`src/gate_opt_pkg.sv`:
```
package gate_opt_pkg;
  // Controller clock and one-second time base.
  localparam int unsigned CLK_HZ = 10000000;
  localparam int unsigned TICK_TIME_S = 1;
  localparam int unsigned TICK_CYCLES = CLK_HZ * TICK_TIME_S;
  localparam int TICK_W = 24;
  localparam int SEC_W = 7;
  localparam logic [SEC_W-1:0] SEC_ZERO = 7'h00;
  localparam logic [SEC_W-1:0] SEC_ONE = 7'h01;

  // Timing settings in seconds.
  localparam logic [3:0] REV_DELAY_DEFAULT_S = 4'h1;
  localparam logic [3:0] REV_DELAY_MAX_S = 4'h9;
  localparam logic [3:0] SOFT_RAMP_DEFAULT_S = 4'h3;
  localparam logic [3:0] SOFT_RAMP_MAX_S = 4'ha;
  localparam logic [SEC_W-1:0] LOW_POWER_IDLE_S = 7'h3c;
  localparam logic [SEC_W-1:0] POWER_FAIL_WAIT_S = 7'h05;
  localparam logic [SEC_W-1:0] MID_STOP_MAX_S = 7'h63;
  localparam logic [SEC_W-1:0] CLEAR_HOLD_S = 7'h02;

  // Cycle counters.
  localparam int CNT_W = 24;
  localparam logic [CNT_W-1:0] CNT_ZERO = 24'h000000;
  localparam logic [CNT_W-1:0] CNT_ONE = 24'h000001;
  localparam logic [CNT_W-1:0] SERVICE_5K = 24'h001388;
  localparam logic [CNT_W-1:0] SERVICE_10K = 24'h002710;
  localparam logic [CNT_W-1:0] SERVICE_15K = 24'h003a98;
  localparam logic [CNT_W-1:0] SERVICE_25K = 24'h0061a8;
  localparam int CUR_W = 7;
  localparam logic [CUR_W-1:0] CUR_ZERO = 7'h00;

  typedef enum logic [1:0] {
    SERVICE_SEL_5K = 2'h0,
    SERVICE_SEL_10K = 2'h1,
    SERVICE_SEL_15K = 2'h2,
    SERVICE_SEL_25K = 2'h3
  } service_sel_type;

  typedef enum logic [1:0] {
    PFAIL_SAFE = 2'h0,
    PFAIL_SECURE = 2'h1,
    PFAIL_OPEN_NOW = 2'h2,
    PFAIL_CLOSE_NOW = 2'h3
  } pfail_type;

  typedef enum logic [2:0] {
    MOTOR_AC = 3'h0,
    MOTOR_DC_BRAKE = 3'h1,
    MOTOR_DC_SOFT = 3'h2,
    MOTOR_AC_3PH = 3'h3,
    MOTOR_AC_DC_BRAKE = 3'h4,
    MOTOR_AC_DC_SOFT = 3'h5
  } motor_type;

  // Gray-coded motion states along idle, opening, reverse wait, closing, paused, halted.
  typedef enum logic [2:0] {
    ST_IDLE = 3'b000,
    ST_OPENING = 3'b001,
    ST_REV_WAIT = 3'b011,
    ST_CLOSING = 3'b010,
    ST_PAUSED = 3'b110,
    ST_HALTED = 3'b111
  } motion_type;

  typedef struct packed {
    logic [3:0] rev_delay_s;
    logic [1:0] constant_press;
    logic shadow_open_block;
    logic low_power_en;
    pfail_type pfail_policy;
    logic [3:0] soft_ramp_s;
    service_sel_type service_sel;
    logic [SEC_W-1:0] mid_stop_s;
    logic anti_tailgate;
    logic stagger_en;
    logic dual_gate_en;
    logic open_loop_wake;
    motor_type motor_sel;
  } config_type;

  typedef struct packed {
    logic open_btn;
    logic close_btn;
    logic stop_btn;
    logic open_loop;
    logic reverse_loop;
    logic shadow_loop;
    logic open_obstruct;
    logic close_obstruct;
    logic entrapment;
    logic fire_dept;
    logic radio;
    logic auto_close;
    logic enter_btn;
    logic count_shown;
    logic service_clear;
  } inputs_type;

  typedef struct packed {
    logic open_limit;
    logic close_limit;
    logic ac_present;
    logic battery_low;
  } sense_type;

  typedef struct packed {
    logic motor_open;
    logic motor_close;
    logic soft_ramp;
    logic low_power;
    logic accessory_on;
    logic indicators_on;
    logic service_due_indicator;
  } drive_type;
endpackage

```
`src/gate_motion_option_control.sv`:
```
`timescale 1ns/100ps
// How it works
// - Reversal waits the set delay, one second by default, nine at most.
// - Obstruction or entrapment reversals skip the reverse delay.
// - Buttons start a full cycle unless set for continuous pressure.
// - Releasing a held constant-pressure button before the limit stops the gate.
// - At full open with shadow loop active, closing requests are blocked.
// - Optional setting blocks opening at close limit while shadow loop active.
// - Enabled, AC absent, idle sixty seconds: low power, accessories and lights off.
// - Only radio, reverse loop, open loop if enabled, fire, AC wake it.
// - Fail safe: AC lost and battery low opens after five seconds.
// - Fail secure: AC lost and battery low closes after five seconds.
// - Stagger mode inhibits fail safe and fail secure.
// - Immediate policies drive open or closed on AC loss, then halt.
// - Soft ramp only on starts from idle: any opening, closing only from full open; 3 s default.
// - Changing ramp duration clears both stored maximum current settings.
// - Count full cycles; hold enter two seconds while shown to clear.
// - Clearing the cycle count clears the service indicator only if the service count is not past its limit.
// - Service indicator lights past 5, 10, 15 or 25 thousand cycles.
// - Service counter clears separately from the absolute count.
// - Mid-travel stop ends an opening after the set run time.
// - Fire, held open button, close obstruction or reverse loop open fully.
// - Dual gate operation inhibits mid-travel stop.
// - Anti-tailgate closes when shadow clears; new trigger pauses closing.
module gate_motion_option_control
  import gate_opt_pkg::*;
#(
  parameter int unsigned TICK_DIV = TICK_CYCLES
) (
  // Clock and reset
  input wire logic clk,
  input wire logic reset,
  // Settings and control stations
  input wire gate_opt_pkg::config_type cfg,
  input wire gate_opt_pkg::inputs_type in,
  input wire gate_opt_pkg::sense_type sense,
  // Current settings load
  input wire logic cur_load,
  input wire logic [gate_opt_pkg::CUR_W-1:0] cur_open_in,
  input wire logic [gate_opt_pkg::CUR_W-1:0] cur_close_in,
  // Drive and status
  output gate_opt_pkg::drive_type drive,
  output gate_opt_pkg::motion_type motion,
  output logic [gate_opt_pkg::CNT_W-1:0] cycle_count,
  output logic [gate_opt_pkg::CNT_W-1:0] service_count,
  output logic [gate_opt_pkg::CUR_W-1:0] cur_open_max,
  output logic [gate_opt_pkg::CUR_W-1:0] cur_close_max
);
  import gate_opt_pkg::*;

  typedef struct packed {
    logic [TICK_W-1:0] tick_cnt;
    motion_type st;
    logic dir_open;
    logic pend_open;
    logic [SEC_W-1:0] run_s;
    logic [SEC_W-1:0] wait_s;
    logic [SEC_W-1:0] idle_s;
    logic [SEC_W-1:0] pfail_s;
    logic [SEC_W-1:0] enter_s;
    logic full_open;
    logic held;
    logic opened;
    logic shadow_seen;
    logic shadow_prev;
    logic pfail_done;
    logic [3:0] ramp_prev;
    logic [SEC_W-1:0] ramp_s;
    drive_type drv;
    logic [CNT_W-1:0] cycles;
    logic [CNT_W-1:0] service;
    logic [CUR_W-1:0] cur_open;
    logic [CUR_W-1:0] cur_close;
  } state_type;

  state_type s_q;
  state_type s_d;

  function automatic logic [CNT_W-1:0] service_limit(input service_sel_type sel);
    case (sel)
      SERVICE_SEL_5K: service_limit = SERVICE_5K;
      SERVICE_SEL_15K: service_limit = SERVICE_15K;
      SERVICE_SEL_25K: service_limit = SERVICE_25K;
      default: service_limit = SERVICE_10K;
    endcase
  endfunction

  function automatic logic [SEC_W-1:0] sec_bump(input logic [SEC_W-1:0] v, input logic t);
    sec_bump = (t && v != MID_STOP_MAX_S) ? v + SEC_ONE : v;
  endfunction

  logic tick;
  logic open_req;
  logic close_req;
  logic wake;
  logic obstruct_rev;
  logic full_force;
  logic pfail_trig;
  logic [3:0] rev_s;
  logic [3:0] ramp_set;
  logic mid_active;
  logic moving;
  logic ac_halt;

  always_comb begin
    tick = (s_q.tick_cnt == TICK_W'(TICK_DIV - 1));
    rev_s = (cfg.rev_delay_s > REV_DELAY_MAX_S) ? REV_DELAY_MAX_S : cfg.rev_delay_s;
    if (cfg.rev_delay_s == 4'h0) begin
      rev_s = REV_DELAY_DEFAULT_S;
    end
    ramp_set = (cfg.soft_ramp_s > SOFT_RAMP_MAX_S) ? SOFT_RAMP_MAX_S : cfg.soft_ramp_s;
    moving = (s_q.st == ST_OPENING) || (s_q.st == ST_CLOSING);
    // Immediate policies halt gate motion on AC loss once the target limit is reached; counters, clears and low power keep running.
    ac_halt = !sense.ac_present && (cfg.pfail_policy == PFAIL_OPEN_NOW ||
      cfg.pfail_policy == PFAIL_CLOSE_NOW);
    obstruct_rev = (s_q.st == ST_CLOSING) && (in.close_obstruct || in.entrapment);
    full_force = in.fire_dept || in.close_obstruct || in.reverse_loop;
    open_req = in.open_btn || in.open_loop || in.fire_dept || in.radio ||
      in.reverse_loop && (s_q.st == ST_CLOSING);
    if (sense.close_limit && in.shadow_loop && cfg.shadow_open_block && !in.fire_dept) begin
      open_req = 1'b0;
    end
    close_req = in.close_btn || in.auto_close;
    if (sense.open_limit && in.shadow_loop) begin
      close_req = 1'b0;
    end
    if (cfg.anti_tailgate && s_q.shadow_prev && !in.shadow_loop && s_q.opened) begin
      close_req = 1'b1;
    end
    wake = in.radio || in.reverse_loop || (in.open_loop && cfg.open_loop_wake) ||
      in.fire_dept || sense.ac_present;
    mid_active = (cfg.mid_stop_s != SEC_ZERO) && !cfg.dual_gate_en && !s_q.full_open;
    pfail_trig = !sense.ac_present && sense.battery_low && !cfg.stagger_en &&
      (s_q.pfail_s == POWER_FAIL_WAIT_S) && !s_q.pfail_done;
  end

  always_comb begin
    s_d = s_q;
    s_d.tick_cnt = tick ? '0 : s_q.tick_cnt + TICK_W'(1);
    s_d.shadow_prev = in.shadow_loop;
    s_d.run_s = sec_bump(s_q.run_s, tick);
    s_d.wait_s = sec_bump(s_q.wait_s, tick);
    s_d.idle_s = moving ? SEC_ZERO : sec_bump(s_q.idle_s, tick);
    s_d.ramp_s = sec_bump(s_q.ramp_s, tick);

    // Low-battery wait restarts each time the condition lapses.
    if (sense.ac_present || !sense.battery_low) begin
      s_d.pfail_s = SEC_ZERO;
      s_d.pfail_done = 1'b0;
    end else begin
      s_d.pfail_s = sec_bump(s_q.pfail_s, tick);
    end

    case (s_q.st)
      ST_IDLE: begin
        s_d.held = in.open_btn || in.close_btn;
        if (pfail_trig) begin
          s_d.pfail_done = 1'b1;
          if (cfg.pfail_policy == PFAIL_SAFE && !sense.open_limit) begin
            s_d.st = ST_OPENING;
            s_d.dir_open = 1'b1;
          end else if (cfg.pfail_policy == PFAIL_SECURE && !sense.close_limit) begin
            s_d.st = ST_CLOSING;
            s_d.dir_open = 1'b0;
          end
        end else if (ac_halt) begin
          s_d.held = 1'b0;
          if (cfg.pfail_policy == PFAIL_OPEN_NOW && !sense.open_limit) begin
            s_d.st = ST_OPENING;
            s_d.dir_open = 1'b1;
          end else if (cfg.pfail_policy == PFAIL_CLOSE_NOW && !sense.close_limit) begin
            s_d.st = ST_CLOSING;
            s_d.dir_open = 1'b0;
          end else begin
            s_d.st = ST_HALTED;
          end
        end else if (open_req && !sense.open_limit) begin
          s_d.st = ST_OPENING;
          s_d.dir_open = 1'b1;
        end else if (close_req && !sense.close_limit) begin
          s_d.st = ST_CLOSING;
          s_d.dir_open = 1'b0;
        end
        if (s_d.st != ST_IDLE) begin
          s_d.run_s = SEC_ZERO;
          s_d.ramp_s = SEC_ZERO;
          s_d.full_open = full_force;
          s_d.opened = 1'b0;
        end
      end
      ST_OPENING: begin
        if (in.open_btn && mid_active && s_q.run_s == cfg.mid_stop_s) begin
          s_d.full_open = 1'b1;
        end
        if (full_force) begin
          s_d.full_open = 1'b1;
        end
        if (in.stop_btn || in.open_obstruct) begin
          s_d.st = ST_IDLE;
        end else if (cfg.constant_press[0] && s_q.held && !in.open_btn) begin
          s_d.st = ST_IDLE;
        end else if (sense.open_limit) begin
          s_d.st = ST_IDLE;
          s_d.opened = 1'b1;
        end else if (mid_active && !in.open_btn && s_q.run_s >= cfg.mid_stop_s) begin
          s_d.st = ST_IDLE;
        end else if (in.close_btn) begin
          s_d.st = ST_REV_WAIT;
          s_d.pend_open = 1'b0;
          s_d.wait_s = SEC_ZERO;
        end
      end
      ST_CLOSING: begin
        if (in.stop_btn) begin
          s_d.st = ST_IDLE;
        end else if (obstruct_rev) begin
          s_d.st = ST_OPENING;
          s_d.dir_open = 1'b1;
          s_d.full_open = 1'b1;
          s_d.run_s = SEC_ZERO;
        end else if (cfg.constant_press[1] && s_q.held && !in.close_btn) begin
          s_d.st = ST_IDLE;
        end else if (sense.close_limit) begin
          s_d.st = ST_IDLE;
          if (s_q.opened) begin
            s_d.cycles = s_q.cycles + CNT_ONE;
            s_d.service = s_q.service + CNT_ONE;
          end
        end else if (cfg.anti_tailgate && in.shadow_loop) begin
          s_d.st = ST_PAUSED;
        end else if (open_req) begin
          s_d.st = ST_REV_WAIT;
          s_d.pend_open = 1'b1;
          s_d.wait_s = SEC_ZERO;
          s_d.full_open = full_force;
        end
      end
      ST_REV_WAIT: begin
        if (in.stop_btn) begin
          s_d.st = ST_IDLE;
        end else if (s_q.wait_s >= {3'h0, rev_s}) begin
          s_d.st = s_q.pend_open ? ST_OPENING : ST_CLOSING;
          s_d.dir_open = s_q.pend_open;
          s_d.run_s = SEC_ZERO;
        end
      end
      ST_PAUSED: begin
        if (in.stop_btn) begin
          s_d.st = ST_IDLE;
        end else if (!in.shadow_loop) begin
          s_d.st = ST_CLOSING;
        end
      end
      ST_HALTED: begin
        if (sense.ac_present) begin
          s_d.st = ST_IDLE;
        end
      end
      default: s_d.st = ST_IDLE;
    endcase
    if (s_q.st == ST_IDLE && sense.open_limit && !moving) begin
      s_d.opened = 1'b1;
    end
    if (s_q.st == ST_IDLE && s_d.st == ST_IDLE && ac_halt) begin
      s_d.st = ST_HALTED;
    end

    // Enter held for two seconds while the count is shown clears it.
    s_d.enter_s = (in.enter_btn && in.count_shown) ? sec_bump(s_q.enter_s, tick) : SEC_ZERO;
    if (s_q.enter_s == CLEAR_HOLD_S && in.enter_btn && in.count_shown) begin
      s_d.cycles = CNT_ZERO;
      s_d.service = CNT_ZERO;
      s_d.drv.service_due_indicator = 1'b0;
      s_d.enter_s = SEC_ZERO;
    end
    if (in.service_clear) begin
      s_d.service = CNT_ZERO;
    end
    if (s_q.service > service_limit(cfg.service_sel)) begin
      s_d.drv.service_due_indicator = 1'b1;
    end

    // Stored current settings; a ramp change clears both and wins over a load.
    s_d.ramp_prev = ramp_set;
    if (cur_load) begin
      s_d.cur_open = cur_open_in;
      s_d.cur_close = cur_close_in;
    end
    if (ramp_set != s_q.ramp_prev) begin
      s_d.cur_open = CUR_ZERO;
      s_d.cur_close = CUR_ZERO;
    end

    s_d.drv.motor_open = (s_d.st == ST_OPENING);
    s_d.drv.motor_close = (s_d.st == ST_CLOSING);
    // Ramp only on starts from idle (closing only from full open), and only on a soft-start motor.
    s_d.drv.soft_ramp = (cfg.motor_sel == MOTOR_DC_SOFT || cfg.motor_sel == MOTOR_AC_DC_SOFT) &&
      moving && (s_q.ramp_s < {3'h0, ramp_set}) &&
      (s_q.dir_open ? s_q.opened == 1'b0 : s_q.opened);

    if (cfg.low_power_en && !sense.ac_present && s_q.idle_s >= LOW_POWER_IDLE_S) begin
      s_d.drv.low_power = 1'b1;
    end
    if (s_q.drv.low_power && wake) begin
      s_d.drv.low_power = 1'b0;
      s_d.idle_s = SEC_ZERO;
    end
    s_d.drv.accessory_on = !s_d.drv.low_power;
    s_d.drv.indicators_on = !s_d.drv.low_power;
  end

  always_ff @(posedge clk or posedge reset) begin
    if (reset) begin
      s_q <= '0;
      s_q.ramp_prev <= SOFT_RAMP_DEFAULT_S;
      s_q.drv.accessory_on <= 1'b1;
      s_q.drv.indicators_on <= 1'b1;
    end else begin
      s_q <= s_d;
    end
  end

  assign drive = s_q.drv;
  assign motion = s_q.st;
  assign cycle_count = s_q.cycles;
  assign service_count = s_q.service;
  assign cur_open_max = s_q.cur_open;
  assign cur_close_max = s_q.cur_close;
endmodule

```
`config.mk`:
```
export PLATFORM = sky130hd
export DESIGN_NAME = gate_motion_option_control
export DESIGN_NICKNAME = d
export VERILOG_FILES = /design/src/gate_opt_pkg.sv /design/src/gate_motion_option_control.sv
export SDC_FILE = /design/constraint.sdc
export NUM_CORES = 1
export LEC_CHECK = 0
export ABC_AREA = 0
export BUFFER_PORTS_ARGS = -buffer_cell sky130_fd_sc_hd__buf_4
export CAP_MARGIN = 20
export CORE_MARGIN = 5
export CORE_UTILIZATION = 58
export CTS_BUF_LIST = sky130_fd_sc_hd__clkbuf_4 sky130_fd_sc_hd__clkbuf_8 sky130_fd_sc_hd__clkbuf_16
export DETAILED_ROUTE_END_ITERATION = 8
export GPL_TIMING_DRIVEN = 0
export MAX_ROUTING_LAYER = met4
export PLACE_DENSITY = 0.89
export RECOVER_POWER = 100
export SYNTH_ARGS = -nofsm -noshare
export SYNTH_HDL_FRONTEND = slang
export SYNTH_SLANG_ARGS = --single-unit
```
`constraint.sdc`:
```
create_clock -name clk -period 7.6 [get_ports clk]
set_clock_uncertainty 0.15 [all_clocks]
set_input_delay 2.28 -clock clk [delete_from_list [all_inputs] [get_ports clk]]
set_output_delay 2.28 -clock clk [all_outputs]
set_load 0.005 [all_outputs]
```
### Word-level counts from Yosys, hierarchy flattened

Cells that the tools add are included.

* register bits: 148
* logic and storage cells: 328
* output and inout bits: 72
* bits of input ports: 66

* add/sub/neg operators: 9
* equal/unequal tests: 59
* bitwise operators: 1
* order comparisons: 7
* muxes and demuxes: 116
* reductions and logical operators: 110

Operators by type and width (count)
* 48-bit 2-to-1 mux: 6
* 7-bit 2-to-1 mux: 27
* 24-bit by 1-bit adder with 24-bit output (second input constant): 3
* 1-bit logical AND: 51
* 3-bit 2-to-1 mux: 17
* 49-bit 2-to-1 mux: 1
* 24-bit 2-to-1 mux: 2
* 4-bit 2-to-1 mux: 12
* 15-bit one-hot mux with 3 select lines: 1
* 7-bit by 1-bit adder with 7-bit output (second input constant): 6
* 7-bit inequality test (second input constant): 6
* 1-bit 2-to-1 mux: 39
* 2-bit inequality test (second input constant): 15
* 14-bit 2-to-1 mux: 2
* 24-bit == test (second input constant): 1
* 24-bit > comparator: 1
* 3-bit by 2-bit inequality test with 1-bit output (second input constant): 8
* 3-bit nonzero test: 8
* 7-bit one-hot mux with 3 select lines: 1
* 1-bit logical OR: 18
* 3-bit one-hot mux with 6 select lines: 1
* 16-bit 2-to-1 mux: 1
* 8-bit AND reduction: 2
* 1-bit zero test: 14
* other kinds (32): 59

### Logic depth before layout (Yosys ltp)

Gate-level depths: netlist of run 1.

* depth in word-level cells: 17
* mapped depth: 10
* mapped depth without buffers: 10

### Worst setup path before layout of run 1

Ideal clock, no wire load.

* kind: input to register
* start: input port cfg[27] (netlist name)
* end: register s_q[122] (netlist name)
* cell stages on the path: 9
* setup slack: 3.129 ns
* library setup time: 0.095 ns
* path buffers: 0
* data arrival time: 4.226 ns
* cell sequence: o21ai_0 or3b_2 ha_1 nand2b_1 a21o_1 a21oi_1 o31a_1 or3_1 o31ai_1

* cells in the longest elaborated chain, start to end: 6

Ends and longest elaborated chain
* from (decl): RTL line gate_motion_option_control.sv:34 `input wire gate_opt_pkg::config_type cfg,`
* 4-bit > comparator: RTL line gate_motion_option_control.sv:107 `rev_s = (cfg.rev_delay_s > REV_DELAY_MAX_S) ? REV_DELAY_MAX_S : cfg.rev_delay_s;`
* 4-bit 2-to-1 mux: RTL line gate_motion_option_control.sv:107
* 4-bit 2-to-1 mux (*): RTL line gate_motion_option_control.sv:108 `if (cfg.rev_delay_s == 4'h0) begin`
* 7-bit by 4-bit greater-or-equal comparator with 1-bit output (*): RTL line gate_motion_option_control.sv:241 `end else if (s_q.wait_s >= {3'h0, rev_s}) begin`
* 2-bit inequality test (no line) (*)
* 8-bit AND reduction (no line) (*)
* to (decl): RTL line gate_motion_option_control.sv:76 `state_type s_q;`

Mark *: on every way between the ends. The rest lies on a longest branch, timed or not.
A chain may end at the register's enable or synchronous reset.

==> flow_metrics.py, run 1 <==
metrics = {
    "yosys": {
        "synth_nets": 1057,
        "yosysUniqueCellTypes": 79,
        "syn_area_per_cell_um2": 9.52,
        "syn_area_um2": 9040,
        "async_flop_share": 1.00,
        "syn-instance-count": 949,
        "ys.flop_type": "dfrtp_1",
        "ys_ff_latch": 148,
        "yosysWarnings": 0,
        "synth-seq-area-share": 0.410,
        "synth-edff-count": 0,
    },
    "placed_design": {
        "post-dp-hpwl_um": 15900,
        "place_congestion": 0.939,
        "pre_cts_slack_ns": 2.72,
        "placed_area_um2": 10300,
        "numPortBuffers": 134,
    },
    "clock_tree": {
        "insertion_delay_ns": 0.44,
        "post_cts_buffers": 0,
        "htreeDepth": 4,
        "holdBufCountCts": 0,
        "cts-buffers-inserted": 17,
        "cts_buffer_depth": 2,
        "cts.clk_slew.worst_paths_ns": 0.07,
        "root_buffer": "clkbuf_16",
        "numClockSinks": 148,
        "cts_tree": "done",
        "cts_resized": 0,
    },
    "global_routing": {
        "grt_pass1_vias": 7450,
        "antenna_found_initial": 0,
        "gr-total-overflow": 0,
        "grt_pass1_wl_um": 35800,
        "grt_max_degree": 94,
        "track_usage": 0.250,
    },
    "critical_path": {
        "start_kind": "primary input",
        "r2r.worst_path.cells": 7,
        "cp.required_ns": 7.73,
        "worstSetupEndpointType": "flip-flop",
        "r2r_end": "s_q[114]$_DFF_PP0_",
        "crit_type": "primary input to flip-flop",
        "rr_startpoint": "motion[0]$_DFF_PP0_",
        "arrival_ns": 5.15,
        "path_max_fanout": 7,
        "r2r_slack_ns": 4.32,
    },
    "finish": {
        "seq_area_um2": 3710,
        "layout-drive-gt1-share": 0.228,
        "fin_util": 0.709,
        "mostFrequentLayoutCells": "dfrtp_1, nor2_1, buf_4",
        "finalNetCount": 1211,
        "syn_to_final_growth_pct": 19.7,
        "multi_input_area_um2": 4390,
        "nFillCells": 1130,
        "final_area_um2": 10800,
        "diodes": 0,
        "final_common_cell": "dfrtp_1",
    },
    "die": {
        "start_util": 0.592,
        "die_y_um": 135,
        "ios": 138,
        "dieArea_um2": 18200,
        "coreArea_um2": 15300,
        "fp.dieW_um": 135,
        "std_cell_rows": 45,
    },
    "routing": {
        "dr.pass1.iters": 7,
        "totalWireLength_um": 21800,
        "drtIter0Drc": 614,
        "drtAntennaViolNets": 0,
        "vias": 7550,
        "drc": 0,
        "routedWlPerCell_um": 16.4,
        "via_per_inst": 5.69,
    },
    "power": {
        "power.density_nw_per_um2": 210,
        "ir_worst_vdd_mv": 0.179,
        "power_leakage_nw": 5.17,
        "fin_total_pwr_mw": 2.27,
    },
    "sta": {
        "worstMarginPinSlew_ns": 2.54,
        "grt_setup_unrepaired": "false",
        "slew_headroom": -0.700,
        "fmax_ghz": 0.199,
        "final.setup.worst_slack_ns": 2.58,
        "layout_min_cycle_time_ns": 5.02,
        "fin_crit_sh": 0.660,
        "finalSetupTns_ns": 0,
        "maxSlewViolCount": 56,
        "hold_violations": 0,
        "setup_violations": 0,
    },
    "hold_path": {
        "hold_end": "s_q[130]$_DFF_PP0_",
        "hp-start": "s_q[130]$_DFF_PP0_",
        "holdCritPathClass": "flip-flop to flip-flop",
        "min_path_cells": 1,
    },
    "run_status": {
        "violations": "capacitance limit, slew limit",
        "outcome": "finished with violations",
    },
    "run": {
        "cap_viol_max_count": 1,
    },
}
-- worst max path at each step --
stage,start,cells past startpoint,slack (ns),endpoint
2_1_floorplan,reset,1,1.20,cur_close_max[0]$_DFFE_PP0P_
3_3_place_gp,reset,2,-0.44,s_q[85]$_DFFE_PP0P_
3_5_place_dp,cfg[27],10,2.72,motion[0]$_DFF_PP0_
4_1_cts,cfg[27],10,3.16,motion[0]$_DFF_PP0_
5_1_grt,in[14],7,2.34,s_q[116]$_DFF_PP0_
6_report,in[14],7,2.58,s_q[114]$_DFF_PP0_
-- layout make-up --
class / instances / share of cell area
plain buffers: 96 / 0.0581
clock inverters: 15 / 0.0190
inverters: 50 / 0.0175
multi-input cells: 655 / 0.406
well taps: 211 / 0.0244
flip-flops and latches: 148 / 0.343
clock buffers: 17 / 0.0393
repair buffers: 135 / 0.0928
-- metrics by stage --
| step | cells | hold slack, ns |
|---|---|---|
| after detailed placement | 1295 | 0.319 |
| after global placement | 1294 | 0.312 |
| final | 1327 | 0.325 |
| after global routing | 1327 | 0.342 |
| after floorplan | 949 | 0.294 |
| after CTS | 1327 | 0.329 |
-- report_power, final --
group          internal, mW  switching [mW]
clock network         0.533           0.373
logic                 0.196           0.286
registers             0.837          0.0463
total                  1.57           0.705
-- synthesized netlist by cell type, drive strengths merged, types with 3 or more instances --
cell type | instances | area share
nor4b | 6 | 0.0072
or2 | 5 | 0.0035
a21oi | 16 | 0.0089
a21o | 9 | 0.0075
nand2b | 8 | 0.0055
o211ai | 3 | 0.0030
nor2b | 7 | 0.0048
and3 | 15 | 0.010
inv | 50 | 0.021
ha | 42 | 0.058
and2 | 3 | 0.0021
o311ai | 6 | 0.0058
nand4b | 7 | 0.0068
a211oi | 5 | 0.0042
nor4 | 24 | 0.025
o31ai | 4 | 0.0033
a31oi | 6 | 0.0058
nand4 | 38 | 0.027
o21ai | 20 | 0.011
xor2 | 63 | 0.061
buf | 81 | 0.065
nor3 | 16 | 0.0094
and4 | 4 | 0.0039
clkbuf | 15 | 0.0062
mux2i | 19 | 0.021
xnor2 | 45 | 0.044
dfstp | 3 | 0.0087
or3 | 6 | 0.0042
dfrtp | 145 | 0.40
o21a | 3 | 0.0033
nand2 | 58 | 0.024
or4 | 4 | 0.0042
o22ai | 3 | 0.0021
o21bai | 3 | 0.0029
nor2 | 135 | 0.057
nand3 | 34 | 0.019
o31a | 7 | 0.0068
-- metal layers --
layer | up-vias | track usage | wire [µm]
met2 | 301 | 0.399 | 10700
met3 | 56 | 0.0522 | 1620
met1 | 3640 | 0.313 | 8930
met4 | 0 | 0.103 | 518
met5 | - | - | 0
li1 | 3553 | - | -
-- kinds of logic after synthesis --
logic type	count (synthesis)	synth area share
xor gates and xnor gates	108	0.105
AOI/OAI and AO/OA	107	0.0908
buffers and inverters	146	0.0919
DFF	148	0.410
adders and majority gates	42	0.0581
muxes	21	0.0235
and+or+nand+nor	377	0.221
-- flip-flops by register name, summed over array words and instances (netlist names) --
| name | cells |
|---|---|
| cur_close_max | 7 |
| cur_open_max | 7 |
| cycle_count | 24 |
| drive | 6 |
| motion | 3 |
| s_q | 77 |
| service_count | 24 |
-- critical path: stages --
cell       delay (ns)
clkbuf_1         0.15
or4_1            0.57
o21a_2           0.26
a2111oi_0        0.63
o21bai_1         0.24
a311oi_1         0.89
nor2_1           0.12
(Power assumes the default switching activity.)
==> inputs of run 2 (changes only) <==
Clock period 7.6 ns to 5.2 ns, I/O delays scaled along.
==> run 2 against run 1 <==
  * The run still ends with capacitance limit, slew limit left
  * Register-to-register slack got worse by 2.7 ns
  * Utilization rose by 0.28 points
  * Sequential power rose by 47%
  * First-iteration DRC count rose by 12%
  * Sequential cell count did not move
==> flow_metrics.py, run 2 (synthesized netlist as in run 1, its figures left out) <==
metrics = {
    "run_status": {
        "outcome": "finished with violations",
        "violations": "capacitance limit, slew limit",
    },
    "finish": {
        "syn_to_final_growth_pct": 20.1,
        "nFillCells": 1097,
        "diodes": 0,
        "final_area_um2": 10900,
        "largest_register_ff_count": 77,
        "multi_input_area_um2": 4390,
        "final_common_cell": "dfrtp_1",
        "mostFrequentLayoutCells": "dfrtp_1, nor2_1, buf_4",
        "regMostFlops": "s_q",
        "finalNetCount": 1213,
        "seq_area_um2": 3710,
        "layout-drive-gt1-share": 0.228,
    },
    "critical_path": {
        "worstSetupEndpointType": "flip-flop",
        "path_max_fanout": 10,
        "crit_type": "primary input to flip-flop",
        "arrival_ns": 4.36,
        "start_kind": "primary input",
        "cp.required_ns": 5.35,
    },
    "clock_tree": {
        "root_buffer": "clkbuf_16",
        "post_cts_buffers": 0,
        "cts-buffers-inserted": 17,
        "numClockSinks": 148,
        "cts_resized": 0,
        "cts.clk_slew.worst_paths_ns": 0.06,
        "insertion_delay_ns": 0.43,
        "htreeDepth": 4,
        "cts_buffer_depth": 2,
        "cts_tree": "done",
        "holdBufCountCts": 0,
    },
    "global_routing": {
        "grt_pass1_wl_um": 37300,
        "track_usage": 0.260,
        "grt_max_degree": 44,
        "antenna_found_initial": 0,
        "grt_pass1_vias": 7609,
        "gr-total-overflow": 0,
    },
    "sta": {
        "fin_crit_sh": 0.809,
        "slew_headroom": -0.0730,
        "maxSlewViolCount": 34,
        "grt_setup_unrepaired": "false",
        "fmax_ghz": 0.238,
        "hold_violations": 0,
        "setup_violations": 0,
        "worstMarginPinSlew_ns": 1.60,
        "layout_min_cycle_time_ns": 4.21,
        "finalSetupTns_ns": 0,
    },
    "power": {
        "power.density_nw_per_um2": 308,
        "power_leakage_nw": 5.17,
        "ir_worst_vdd_mv": 0.240,
    },
    "die": {
        "coreArea_um2": 15300,
        "ios": 138,
        "die_y_um": 135,
        "std_cell_rows": 45,
        "fp.dieW_um": 135,
        "dieArea_um2": 18200,
        "start_util": 0.592,
    },
    "routing": {
        "drtAntennaViolNets": 0,
        "via_per_inst": 5.74,
        "drtIter0Drc": 690,
        "totalWireLength_um": 22500,
        "routedWlPerCell_um": 16.9,
        "dr.pass1.iters": 5,
        "vias": 7629,
        "drc": 0,
    },
    "placed_design": {
        "numPortBuffers": 134,
        "placed_area_um2": 10400,
        "place_congestion": 0.964,
        "post-dp-hpwl_um": 16000,
    },
    "hold_path": {
        "holdCritPathClass": "flip-flop to flip-flop",
    },
    "run": {
        "cap_viol_max_count": 1,
    },
}
-- run 2: changes by cell type in the layout (fill, tap and decap cells not counted), moves of 2 or more --
| cell | change |
|---|---|
| buf_12 | +3 |
| inv_6 | -3 |
| clkbuf_4 | +2 |
| nor4_1 | +2 |
| clkinvlp_4 | +3 |
| inv_8 | -4 |
-- run 2: worst paths after layout --
check	startpoint	to	slack, ns	depth (start not counted)
worst min-delay path	s_q[130]$_DFF_PP0_	s_q[130]$_DFF_PP0_	0.33	1
worst max-delay path	in[6]	service_count[13]$_DFFE_PP0P_	0.99	8
min in group asynchronous	reset	s_q[142]$_DFF_PP0_	1.36	2
worst max register to register	motion[2]$_DFF_PP0_	service_count[13]$_DFFE_PP0P_	1.60	8
worst min register to register	s_q[130]$_DFF_PP0_	s_q[130]$_DFF_PP0_	0.33	1
max in group asynchronous	reset	cycle_count[3]$_DFFE_PP0P_	2.48	4
-- run 2: power breakdown --
group          total, mW  switching, mW  leakage [nW]  internal [mW]
combinational      0.714          0.420          2.86          0.295
clock               1.33          0.503         0.305          0.828
sequential          1.30         0.0711          2.01           1.22
total               3.34          0.994          5.17           2.35
-- run 2: critical path: stages --
cell and delay, ns:
clkbuf_1 0.10, nor4_1 0.67, nand4_1 0.40, clkbuf_1 0.35, nor4_1 0.81, nand4_1 0.20, xor2_1 0.20, nor2_1 0.07
-- run 2: metrics by stage --
stage | total power [mW] | util | hold slack (ns) | worst slack (ns) | instances
final | 3.34 | 0.712 | 0.327 | 0.992 | 1329
after CTS | 3.37 | 0.722 | 0.327 | 1.42 | 1329
after global routing | 3.48 | 0.712 | 0.351 | 0.800 | 1329
after floorplan | 1.79 | - | 0.294 | 1.45 | 949
after global placement | 2.02 | 0.676 | 0.312 | 0.764 | 1294
after detailed placement | 2.04 | 0.680 | 0.315 | 1.05 | 1297
-- run 2: per-layer routing --
metal  GRT usage  wire length (µm)  up-vias
li1            -                 -     3551
met1       0.324              9370     3674
met3      0.0499              1460       78
met4      0.0962               615        0
met2       0.422             11100      326
met5           -                 0        -
-- run 2: final cells by class --
| cell class | instances | share of cell area |
|---|---|---|
| Clock inverter | 13 | 0.0180 |
| Buffer | 96 | 0.0581 |
| Multi-Input combinational cell | 655 | 0.405 |
| Timing Repair Buffer | 137 | 0.0951 |
| Tap cell | 211 | 0.0243 |
| Sequential cell | 148 | 0.341 |
| Clock buffer | 19 | 0.0411 |
| Inverter | 50 | 0.0174 |
